$ cat src/hdl/msz_pkg.sv
// Constants and types shared by the memory size select block.
// Assumes a 32-bit AXI4-Lite master and a 16-bit processor address space.
package msz_pkg;
  // Register byte addresses
  localparam logic [15:0] OFS_SIZE_SEL      = 16'hfff0;
  localparam logic [15:0] OFS_SIZE_STATUS   = 16'hfff4;
  // Reset value of the selection register, a prohibited pair of sizes
  localparam logic [7:0]  SIZE_SEL_RESET    = 8'hcf;
  // Field positions inside the selection register
  localparam int          FAST_FIELD_LSB    = 5;
  localparam int          FAST_FIELD_MSB    = 7;
  localparam int          ZERO_BIT_POS      = 4;
  localparam int          PROG_FIELD_LSB    = 0;
  localparam int          PROG_FIELD_MSB    = 3;
  localparam logic [7:0]  SIZE_SEL_WMASK    = 8'hef;
  // Fast memory field encodings
  localparam logic [2:0]  FAST_768          = 3'h0;
  localparam logic [2:0]  FAST_512          = 3'h2;
  // Program store field encodings
  localparam logic [3:0]  PROG_8K           = 4'h2;
  localparam logic [3:0]  PROG_16K          = 4'h4;
  localparam logic [3:0]  PROG_24K          = 4'h6;
  // Capacities in bytes
  localparam logic [9:0]  FAST_BYTES_768    = 10'h300;
  localparam logic [9:0]  FAST_BYTES_512    = 10'h200;
  localparam logic [15:0] PROG_BYTES_8K     = 16'h2000;
  localparam logic [15:0] PROG_BYTES_16K    = 16'h4000;
  localparam logic [15:0] PROG_BYTES_24K    = 16'h6000;
  // Fast memory grows downward from this last address
  localparam logic [15:0] FAST_TOP_ADDR     = 16'hfeff;
  // Status register bit positions
  localparam int          STAT_FAST_OK_POS  = 0;
  localparam int          STAT_PROG_OK_POS  = 1;
  localparam int          STAT_ALL_OK_POS   = 2;
  // AXI response codes
  localparam logic [1:0]  RESP_OKAY         = 2'h0;
  localparam logic [1:0]  RESP_SLVERR       = 2'h2;

  // Whole state of the register slave
  typedef struct packed {
    logic        aw_held;
    logic [15:0] aw_addr;
    logic        w_held;
    logic [31:0] w_data;
    logic [3:0]  w_strb;
    logic        bvalid;
    logic [1:0]  bresp;
    logic        rvalid;
    logic [31:0] rdata;
    logic [1:0]  rresp;
    logic [7:0]  size_sel;
  } msz_state_t;
endpackage

$ cat src/hdl/msz_dec_if.sv
// Carrier between the register slave and the size decoder.
// Assumes both ends sit in the same clock domain.
`timescale 1ns/10ps
interface msz_dec_if;
  logic [7:0]  size_sel;
  logic [15:0] prog_addr;
  logic [15:0] fast_addr;
  logic        fast_ok;
  logic        prog_ok;
  logic [9:0]  fast_bytes;
  logic [15:0] prog_bytes;
  logic        prog_hit;
  logic        fast_hit;

  modport dec (
    input  size_sel, prog_addr, fast_addr,
    output fast_ok, prog_ok, fast_bytes, prog_bytes, prog_hit, fast_hit
  );
  modport ctl (
    output size_sel, prog_addr, fast_addr,
    input  fast_ok, prog_ok, fast_bytes, prog_bytes, prog_hit, fast_hit
  );
endinterface

$ cat src/hdl/msz_top.sv
// Memory size select block: one selection register on AXI4-Lite plus decode.
// Assumes a single clock, synchronous active-low reset, one write and one read in flight.
// Function
// Reset loads the selection register with CFH, a prohibited combination.
// Software writes the selection register only with a whole-byte access.
// Software must replace the prohibited reset value with a valid one at start-up.
// Bits 7..5: 000 gives 768 bytes, 010 gives 512 bytes, else prohibited.
// Bits 3..0: 0010 8 KB, 0100 16 KB, 0110 24 KB, else prohibited.
// Software writes 42H, 04H or 06H to mimic the three smaller variants.
// Visible program store and fast memory are limited to the selected capacities.
// Bit 4 is held at zero and reads back as zero.
`timescale 1ns/10ps
module msz_top (
  input  wire logic        CLK_IN,
  input  wire logic        RST_N_IN,
  input  wire logic [15:0] AWADDR_IN,
  input  wire logic        AWVALID_IN,
  output logic             AWREADY_OUT,
  input  wire logic [31:0] WDATA_IN,
  input  wire logic [3:0]  WSTRB_IN,
  input  wire logic        WVALID_IN,
  output logic             WREADY_OUT,
  output logic [1:0]       BRESP_OUT,
  output logic             BVALID_OUT,
  input  wire logic        BREADY_IN,
  input  wire logic [15:0] ARADDR_IN,
  input  wire logic        ARVALID_IN,
  output logic             ARREADY_OUT,
  output logic [31:0]      RDATA_OUT,
  output logic [1:0]       RRESP_OUT,
  output logic             RVALID_OUT,
  input  wire logic        RREADY_IN,
  input  wire logic [15:0] PROG_ADDR_IN,
  input  wire logic [15:0] FAST_ADDR_IN,
  output logic             PROG_HIT_OUT,
  output logic             FAST_HIT_OUT,
  output logic [15:0]      PROG_BYTES_OUT,
  output logic [9:0]       FAST_BYTES_OUT,
  output logic             CONFIG_OK_OUT
);
  msz_pkg::msz_state_t st_ff;
  msz_pkg::msz_state_t nxt_st;
  msz_dec_if           dec_bus ();
  logic                aw_take;
  logic                w_take;
  logic                ar_take;
  logic [31:0]         status_word;

  // Decoder sees the stored byte only, never a half-written value
  assign dec_bus.size_sel  = st_ff.size_sel;
  assign dec_bus.prog_addr = PROG_ADDR_IN;
  assign dec_bus.fast_addr = FAST_ADDR_IN;

  msz_decode u_decode (
    .dec (dec_bus)
  );

  // Handshake outputs; a channel is closed while its item or the response is pending
  assign AWREADY_OUT = !st_ff.aw_held && !st_ff.bvalid;
  assign WREADY_OUT  = !st_ff.w_held && !st_ff.bvalid;
  assign ARREADY_OUT = !st_ff.rvalid;
  assign aw_take     = AWVALID_IN && AWREADY_OUT;
  assign w_take      = WVALID_IN && WREADY_OUT;
  assign ar_take     = ARVALID_IN && ARREADY_OUT;

  // Registered answers
  assign BVALID_OUT = st_ff.bvalid;
  assign BRESP_OUT  = st_ff.bresp;
  assign RVALID_OUT = st_ff.rvalid;
  assign RDATA_OUT  = st_ff.rdata;
  assign RRESP_OUT  = st_ff.rresp;

  // Decoded view of the memory map
  assign PROG_HIT_OUT   = dec_bus.prog_hit;
  assign FAST_HIT_OUT   = dec_bus.fast_hit;
  assign PROG_BYTES_OUT = dec_bus.prog_bytes;
  assign FAST_BYTES_OUT = dec_bus.fast_bytes;
  assign CONFIG_OK_OUT  = dec_bus.prog_ok && dec_bus.fast_ok;

  // Status word lets software confirm its setting took a legal shape
  always_comb begin
    status_word                                = 32'h0000_0000;
    status_word[msz_pkg::STAT_FAST_OK_POS]     = dec_bus.fast_ok;
    status_word[msz_pkg::STAT_PROG_OK_POS]     = dec_bus.prog_ok;
    status_word[msz_pkg::STAT_ALL_OK_POS]      = dec_bus.prog_ok && dec_bus.fast_ok;
  end

  // Next-state logic for the whole slave
  always_comb begin
    nxt_st = st_ff;
    // Capture address and data independently, in either order
    if (aw_take) begin
      nxt_st.aw_held = 1'b1;
      nxt_st.aw_addr = AWADDR_IN;
    end
    if (w_take) begin
      nxt_st.w_held = 1'b1;
      nxt_st.w_data = WDATA_IN;
      nxt_st.w_strb = WSTRB_IN;
    end
    // Retire the response once the master has taken it
    if (st_ff.bvalid && BREADY_IN) begin
      nxt_st.bvalid = 1'b0;
    end
    // Perform the write once both halves are held
    if (st_ff.aw_held && st_ff.w_held && !st_ff.bvalid) begin
      nxt_st.aw_held = 1'b0;
      nxt_st.w_held  = 1'b0;
      nxt_st.bvalid  = 1'b1;
      nxt_st.bresp   = msz_pkg::RESP_OKAY;
      if (st_ff.aw_addr[15:2] == msz_pkg::OFS_SIZE_SEL[15:2]) begin
        // Only the low byte lane counts; a write without it is dropped, not merged
        if (st_ff.w_strb[0]) begin
          nxt_st.size_sel = st_ff.w_data[7:0] & msz_pkg::SIZE_SEL_WMASK;
        end
      end else if (st_ff.aw_addr[15:2] != msz_pkg::OFS_SIZE_STATUS[15:2]) begin
        nxt_st.bresp = msz_pkg::RESP_SLVERR; // Unmapped address
      end
    end
    // Reads
    if (st_ff.rvalid && RREADY_IN) begin
      nxt_st.rvalid = 1'b0;
    end
    if (ar_take) begin
      nxt_st.rvalid = 1'b1;
      nxt_st.rresp  = msz_pkg::RESP_OKAY;
      nxt_st.rdata  = 32'h0000_0000;
      if (ARADDR_IN[15:2] == msz_pkg::OFS_SIZE_SEL[15:2]) begin
        nxt_st.rdata[7:0] = st_ff.size_sel & msz_pkg::SIZE_SEL_WMASK;
      end else if (ARADDR_IN[15:2] == msz_pkg::OFS_SIZE_STATUS[15:2]) begin
        nxt_st.rdata = status_word;
      end else begin
        nxt_st.rresp = msz_pkg::RESP_SLVERR;
      end
    end
  end

  // State register; reset value of the selection byte is prohibited on purpose
  always_ff @(posedge CLK_IN) begin
    if (!RST_N_IN) begin
      st_ff          <= '0;
      st_ff.size_sel <= msz_pkg::SIZE_SEL_RESET;
    end else begin
      st_ff <= nxt_st;
    end
  end
endmodule

$ cat src/hdl/msz_decode.sv
// Size decoder: turns the selection byte into capacities and window checks.
// Assumes the selection byte comes straight from a register; purely combinational.
`timescale 1ns/10ps
module msz_decode (
  msz_dec_if.dec dec
);
  logic [2:0] fast_field;
  logic [3:0] prog_field;

  assign fast_field = dec.size_sel[msz_pkg::FAST_FIELD_MSB:msz_pkg::FAST_FIELD_LSB];
  assign prog_field = dec.size_sel[msz_pkg::PROG_FIELD_MSB:msz_pkg::PROG_FIELD_LSB];

  // Fast memory capacity; any other pattern exposes nothing
  always_comb begin
    dec.fast_ok    = 1'b1;
    dec.fast_bytes = 10'h000;
    case (fast_field)
      msz_pkg::FAST_768: dec.fast_bytes = msz_pkg::FAST_BYTES_768;
      msz_pkg::FAST_512: dec.fast_bytes = msz_pkg::FAST_BYTES_512;
      default:           dec.fast_ok    = 1'b0;
    endcase
  end

  // Program store capacity
  always_comb begin
    dec.prog_ok    = 1'b1;
    dec.prog_bytes = 16'h0000;
    case (prog_field)
      msz_pkg::PROG_8K:  dec.prog_bytes = msz_pkg::PROG_BYTES_8K;
      msz_pkg::PROG_16K: dec.prog_bytes = msz_pkg::PROG_BYTES_16K;
      msz_pkg::PROG_24K: dec.prog_bytes = msz_pkg::PROG_BYTES_24K;
      default:           dec.prog_ok    = 1'b0;
    endcase
  end

  // Window checks; program store starts at zero, fast memory ends at the top address.
  // A prohibited setting hides the whole region so stray software fails loudly.
  always_comb begin
    dec.prog_hit = dec.prog_ok && (dec.prog_addr < dec.prog_bytes);
    dec.fast_hit = dec.fast_ok && (dec.fast_addr <= msz_pkg::FAST_TOP_ADDR) &&
                   ((msz_pkg::FAST_TOP_ADDR - dec.fast_addr) < {6'h00, dec.fast_bytes});
  end
endmodule

$ cat config.mk
export PLATFORM = sky130hd
export DESIGN_NAME = msz_top
export DESIGN_NICKNAME = d
export VERILOG_FILES = /design/src/hdl/msz_pkg.sv /design/src/hdl/msz_dec_if.sv /design/src/hdl/msz_top.sv /design/src/hdl/msz_decode.sv
export SDC_FILE = /design/constraint.sdc
export NUM_CORES = 1
export LEC_CHECK = 0
export ABC_AREA = 1
export BUFFER_PORTS_ARGS = -buffer_cell sky130_fd_sc_hd__clkbuf_2
export CORE_MARGIN = 1.5
export CORE_UTILIZATION = 40
export DETAILED_ROUTE_END_ITERATION = 8
export PLACE_DENSITY = 0.84
export SLEW_MARGIN = 0
export SYNTH_ARGS = -nofsm -noshare
export SYNTH_HDL_FRONTEND = slang
export SYNTH_SLANG_ARGS = --single-unit
$ cat constraint.sdc
create_clock -name CLK_IN -period 1.3 [get_ports CLK_IN]
set_clock_uncertainty 0.05 [all_clocks]
set_input_delay 0 -clock CLK_IN [delete_from_list [all_inputs] [get_ports CLK_IN]]
set_output_delay 0 -clock CLK_IN [all_outputs]
set_load 0.01 [all_outputs]
# Word level (Yosys, flattened, before mapping)
# Cells that the tools add are included.
dict set report totals {
  register_bits 72
  inputBits 107
  output_inout_bits 70
}
dict set report op_classes {
  n_addsub 1
  magnitude_cmp 3
  n_eq_ne 8
  muxes 15
  n_bitwise 1
  n_reduce_logical 24
}
# op n
set ops {}
lappend ops {{$pmux W15 S3} 1}
lappend ops {{$eq A14 B14 Y1 const B} 3}
lappend ops {{$mux W35} 1}
lappend ops {{$mux W24} 1}
lappend ops {{$pmux W10 S2} 1}
lappend ops {{$le A16 B16 Y1 const B} 1}
lappend ops {{$lt A16 B10 Y1} 1}
lappend ops {{$lt A16 B15 Y1} 1}
lappend ops {{$sub A16 B16 Y16 const A} 1}
lappend ops {{$ne A14 B14 Y1 const B} 1}
lappend ops {{$logic_and A1 B1 Y1} 13}
lappend ops {{$eq A4 B3 Y1 const B} 2}
lappend ops {{$mux W2} 4}
lappend ops {{$mux W8} 1}
lappend ops {{$mux W3} 2}
lappend ops {{$eq A4 B2 Y1 const B} 1}
lappend ops {{$logic_not A1 Y1} 4}
lappend ops {{$mux W1} 4}
lappend ops {{$reduce_bool A2 Y1} 2}
lappend ops {{$reduce_or A2 Y1} 2}
lappend ops {{$eq A3 B2 Y1 const B} 1}
lappend ops {{$logic_not A3 Y1} 1}
lappend ops {{$reduce_and A3 Y1} 1}
lappend ops {{$reduce_or A3 Y1} 1}
lappend ops {{$not A1 Y1} 1}

# Logic depth before layout (Yosys ltp)
dict set report depth {
  depth_word 7
  ltp_mapped 9
  depth_no_buf 9
}

# By module
# Synthesis repeated with hierarchy kept, for this count alone.
dict set report unflattened {
  cells_unflattened 356
  hier_area_um2 2463.6
}
# mod n_inst cells_each area_per_inst_um2 seq_area_each_um2
set modules_own_cells {}
lappend modules_own_cells {msz_top 1 273 1976.9 840.8}
lappend modules_own_cells {msz_decode 1 83 486.7 0.0}

# Worst setup path before layout
# No wires, ideal clock.
dict set report synth_path {
  kind {flip-flop to flip-flop}
  startpoint {register st_ff, in the netlist BVALID_OUT}
  endpoint {register st_ff[87] in the netlist's numbering}
  arrival_ns 1.103
  required_time_ns 1.134
  path_slack_ns 0.031
  stages_incl_launch_ff 6
  n_path_buf 1
  synth_period_minus_slack_ns 1.269
  cell_sequence {dfxtp_1 -> nor2_1 -> nand2_1 -> clkbuf_1 -> o21ai_0 -> nor2_1}
}
dict set report synth_between {
  elab_chain_len 3
}
# element line_no
set synth_lines {}
lappend synth_lines {{start, declared} msz_top.sv:41} ;# msz_pkg::msz_state_t st_ff;
lappend synth_lines {{start signal, assigned} msz_top.sv:144} ;# st_ff <= nxt_st;
lappend synth_lines {{$logic_not A1 Y1} msz_top.sv:59} ;# assign AWREADY_OUT = !st_ff.aw_held && !st_ff.bvalid;
lappend synth_lines {{$logic_and A1 B1 Y1} msz_top.sv:59}
lappend synth_lines {{via AWREADY_OUT} msz_top.sv:18} ;# output logic AWREADY_OUT,
lappend synth_lines {{$logic_and A1 B1 Y1} msz_top.sv:62} ;# assign aw_take = AWVALID_IN && AWREADY_OUT;
# The timed path passes the listed nets, and every way through them passes these cells.
# A chain may end at the register's enable or synchronous reset.

# Worst setup path after layout
dict set report layout_path {
  startpoint {register, netlist name dec_bus.size_sel[5]}
  endpoint {output port FAST_HIT_OUT}
}
dict set report layout_between {
  elab_chain_len 5
}
# element line_no
set layout_lines {}
lappend layout_lines {{branches (longest 4 deep; another with $lt A16 B10 Y1)} --}
lappend layout_lines {{$logic_and A1 B1 Y1 (*)} msz_decode.sv:40} ;# dec.fast_hit = dec.fast_ok && (dec.fast_addr <= msz_pkg::FAST_TOP_ADDR) &&
lappend layout_lines {{end, declared} msz_top.sv:36} ;# output logic FAST_HIT_OUT,
# Mark *: on every way between the ends.

==> summary.txt <==
Outcome
  • Run status: finished, violations left
  • Failing checks: negative setup slack

STA
  • Max Slew Vio Count: 0
  • RSZ-0062 raised after global routing: true
  • Fin crit period: 1540 ps
  • Worst setup slack after layout: -240 ps
  • Setup violations, final: 3
  • Worst-margin pin slew: between 400 and 500 ps
  • Hold_ws: 36.9 ps
  • Fin. Hold Viols: 0
  • Worst slew margin: 66.8%
  • FMAX: 649 MHz
  • Crit share post-route: 118%

Critical path
  • Reg2Reg Depth: 6
  • Worst setup startpoint: dec_bus.size_sel[5]$_SDFFE_PN0P_
  • Worst r2r src: BVALID_OUT$_SDFFE_PN0P_
  • WP data required: 1250 ps
  • R2r setup slk: 20 ps
  • CP Capture Type: output port
  • CP max stage cell: dfxtp_2
  • CP Launch Type: register
  • Largest fanout on the critical path: 2
  • Critical path class: register to output port
  • Critical Path, Cell by Cell: inv_2, nand2_4, ha_4, o21a_1, nor3_2, nand2_1, a21oi_2, buf_2
  • Reg-to-reg endpoint: dec_bus.size_sel[3]$_SDFFE_PN1P_
  • CP Data Arrival Time: 1490 ps
  • Worst setup endpoint: FAST_HIT_OUT
  • Delay of the slowest cell on the worst path: 330 ps

Synthesis
  • Post-synth top cells: nor2_1 (66), buf_4 (59), dfxtp_1 (42)
  • Share of the synthesized area in the top cell type: 36.7%
  • Most frequent cell after synthesis: nor2_1
  • Area leader, netlist: dfxtp_1
  • Predominant post-synthesis flop cell: dfxtp_1
  • Cells after Synth: roughly 320
  • Syn Area/Cell: 7.21 µm²
  • EDFF count, synth: 0
  • Mapped cell area: 2290 µm²
  • FFs w/ async S/R, synth: 0%
  • Sequential share of the synthesized area: 36.7%
  • Post-synth cell types: 25
  • Post-synthesis register bit count: 42
  • Synth Warn #: 0
  • Dominant cells by area after synthesis: dfxtp_1 (37%), buf_4 (19%), nor2_1 (11%)

Placement
  • Post-DP HPWL: 3700 µm
  • Port Buf Inserts: 74
  • GP Congestion: 0.818
  • DP Cell Count: 460

Die
  • Die H: 78.7 µm
  • Die Wd: 78.7 µm
  • Core footprint: 5510 µm²
  • Die area: 6200 µm²
  • Starting Density: 41.6%
  • # rows: 27
  • # IOs: 177

Clock tree
  • Clock Path Buffers: 2
  • H-tree depth: 2
  • Clock sinks: 42
  • Worst-Skew Late Latency: 300 ps
  • Reg clk slew, reported paths: approximately 70 ps
  • CTS Root Buffer Type: clkbuf_8
  • CTS tree: yes
  • CTS Buf Count: 5

Route
  • Drt total wl: 5780 µm
  • Post-route ant nets: 0
  • First DRT Iteration DRCs: 70
  • Drt wl/cell: 11.5 µm
  • Vias/cell: 4.53
  • Vias: 2275
  • DR pass1 iterations: 4
  • DRC: 0

Layout
  • Area grow syn2layout: 37.5%
  • Share of cells above drive strength 1: 35.8%
  • Final core occ: 57.3%
  • Register Area: 852 µm²
  • Final Non-Filler Cells: between 500 and 600
  • Nets: 540
  • # fillers: 505
  • Inserted Diodes: 0
  • Multi-input gate area: 1190 µm²

GRT
  • Overall routing resource usage: between 10% and 20%
  • Largest net degree at the start of global routing: 17
  • Initial antenna violation count: 0
  • Vias in the first global route: 2036
  • Global-route wire length before repair: 8560 µm
  • GRT overflow: 0

Worst hold path
  • Hold Crit Class: input port to register

Pwr
  • Peak VDD IR: ~640 µV
  • LEAKAGE: 1.57 nW
  • Power Total: 3.05 mW
  • P per Cell Area: slightly below 1000 nW/µm²

Run
  • Max-cap violation count: 0
[cell usage in the layout, fill, tap and decap left out, drive strengths merged, types with 5 or more instances in the layout]
cell type,n
clkinvlp,5
o21ai,31
conb,49
clkbuf,77
nand2,28
buf,24
inv,24
a21oi,10
dfxtp,42
dlygate4sd3,25
nor2,67
nand3,30
[how the worst min path moves through the flow]
stage                           startpoint                        end  slack, ps  depth (start not counted)
after global routing             WVALID_IN     st_ff[46]$_SDFFE_PN0P_         50                          3
final                         ARADDR_IN[2]  RDATA_OUT[7]$_SDFFE_PN0P_         40                          4
after CTS                     ARADDR_IN[2]  RDATA_OUT[7]$_SDFFE_PN0P_         30                          4
after detailed placement         BREADY_IN    BVALID_OUT$_SDFFE_PN0P_        170                          2
after floorplan           FAST_ADDR_IN[10]               FAST_HIT_OUT         30                          1
after global placement           BREADY_IN    BVALID_OUT$_SDFFE_PN0P_        160                          2
[state kept, by name, summed over array words and instances (netlist names)]
signal / flops
BVALID_OUT: 1
BRESP_OUT: 1
dec_bus.size_sel: 7
RDATA_OUT: 7
RVALID_OUT: 1
st_ff: 24
RRESP_OUT: 1
[timing repair]
action,in CTS,in global routing
pin swaps,3,20
hold buffers,25,0
buffers inserted,2,5
gates resized for setup,10,52
endpoints found under the setup margin,3,36
cloned,0,2
endpoints found under the hold margin,25,0
[cell type report]
class | count | share of cell area [%]
multi-input combinational | 232 | 37.9
sequential | 42 | 27.0
timing repair buffer | 120 | 24.9
inverter | 26 | 3.41
tap | 72 | 2.86
clock buffer | 6 | 2.30
clock inverter | 2 | 1.19
timing repair inverter | 2 | 0.476
[cell families after synthesis]
kind of cell	count (synthesis)	share of synthesized area, %
AND/OR/NAND/NOR	135	26.2
buffers and inverters	92	24.8
AO/OA/AOI/OAI	44	9.93
flip-flops	42	36.7
adder cells (fa/ha/maj)	4	2.18
other	1	0.164
[worst max-delay path: cells and delay by family, from the launching register on]
kind | cells | cell delay [ps]
flops | 1 | 330
simple gates | 3 | 260
compound gates | 2 | 210
buf+inv | 2 | 200
fa+ha+maj | 1 | 200
[report_power, final]
| group | internal [mW] | leakage (nW) | switching, mW |
|---|---|---|---|
| Sequential | 1.38 | 0.347 | 0.0606 |
| Combinational | 0.249 | 1.17 | 0.341 |
| Clock | 0.573 | 0.0514 | 0.446 |
| Total | 2.21 | 1.57 | 0.848 |
[per-stage QoR]
| step | setup WS (ps) | setup TNS (ps) | area, µm² |
|---|---|---|---|
| after floorplan | 31.1 | 0 | 2470 |
| after global placement | -11.4 | -11.4 | 2570 |
| after detailed placement | -23.6 | -23.6 | 2570 |
| after CTS | -292 | -629 | 2970 |
| after global routing | -341 | -1120 | 3150 |
| final | -240 | -507 | 3150 |
[layer usage]
metal / part of all wire (%) / wire [µm] / track usage (%) / vias to the layer above
met5: 0 / 0 / 0 / -
met4: 0.83 / 48 / 4.82 / 0
met3: 7.7 / 443 / 5.63 / 6
met2: 54 / 3140 / 32.8 / 110
met1: 37 / 2150 / 19.1 / 1026
li1: - / - / - / 1133
Note: power is estimated with default switching activity, not from simulation.
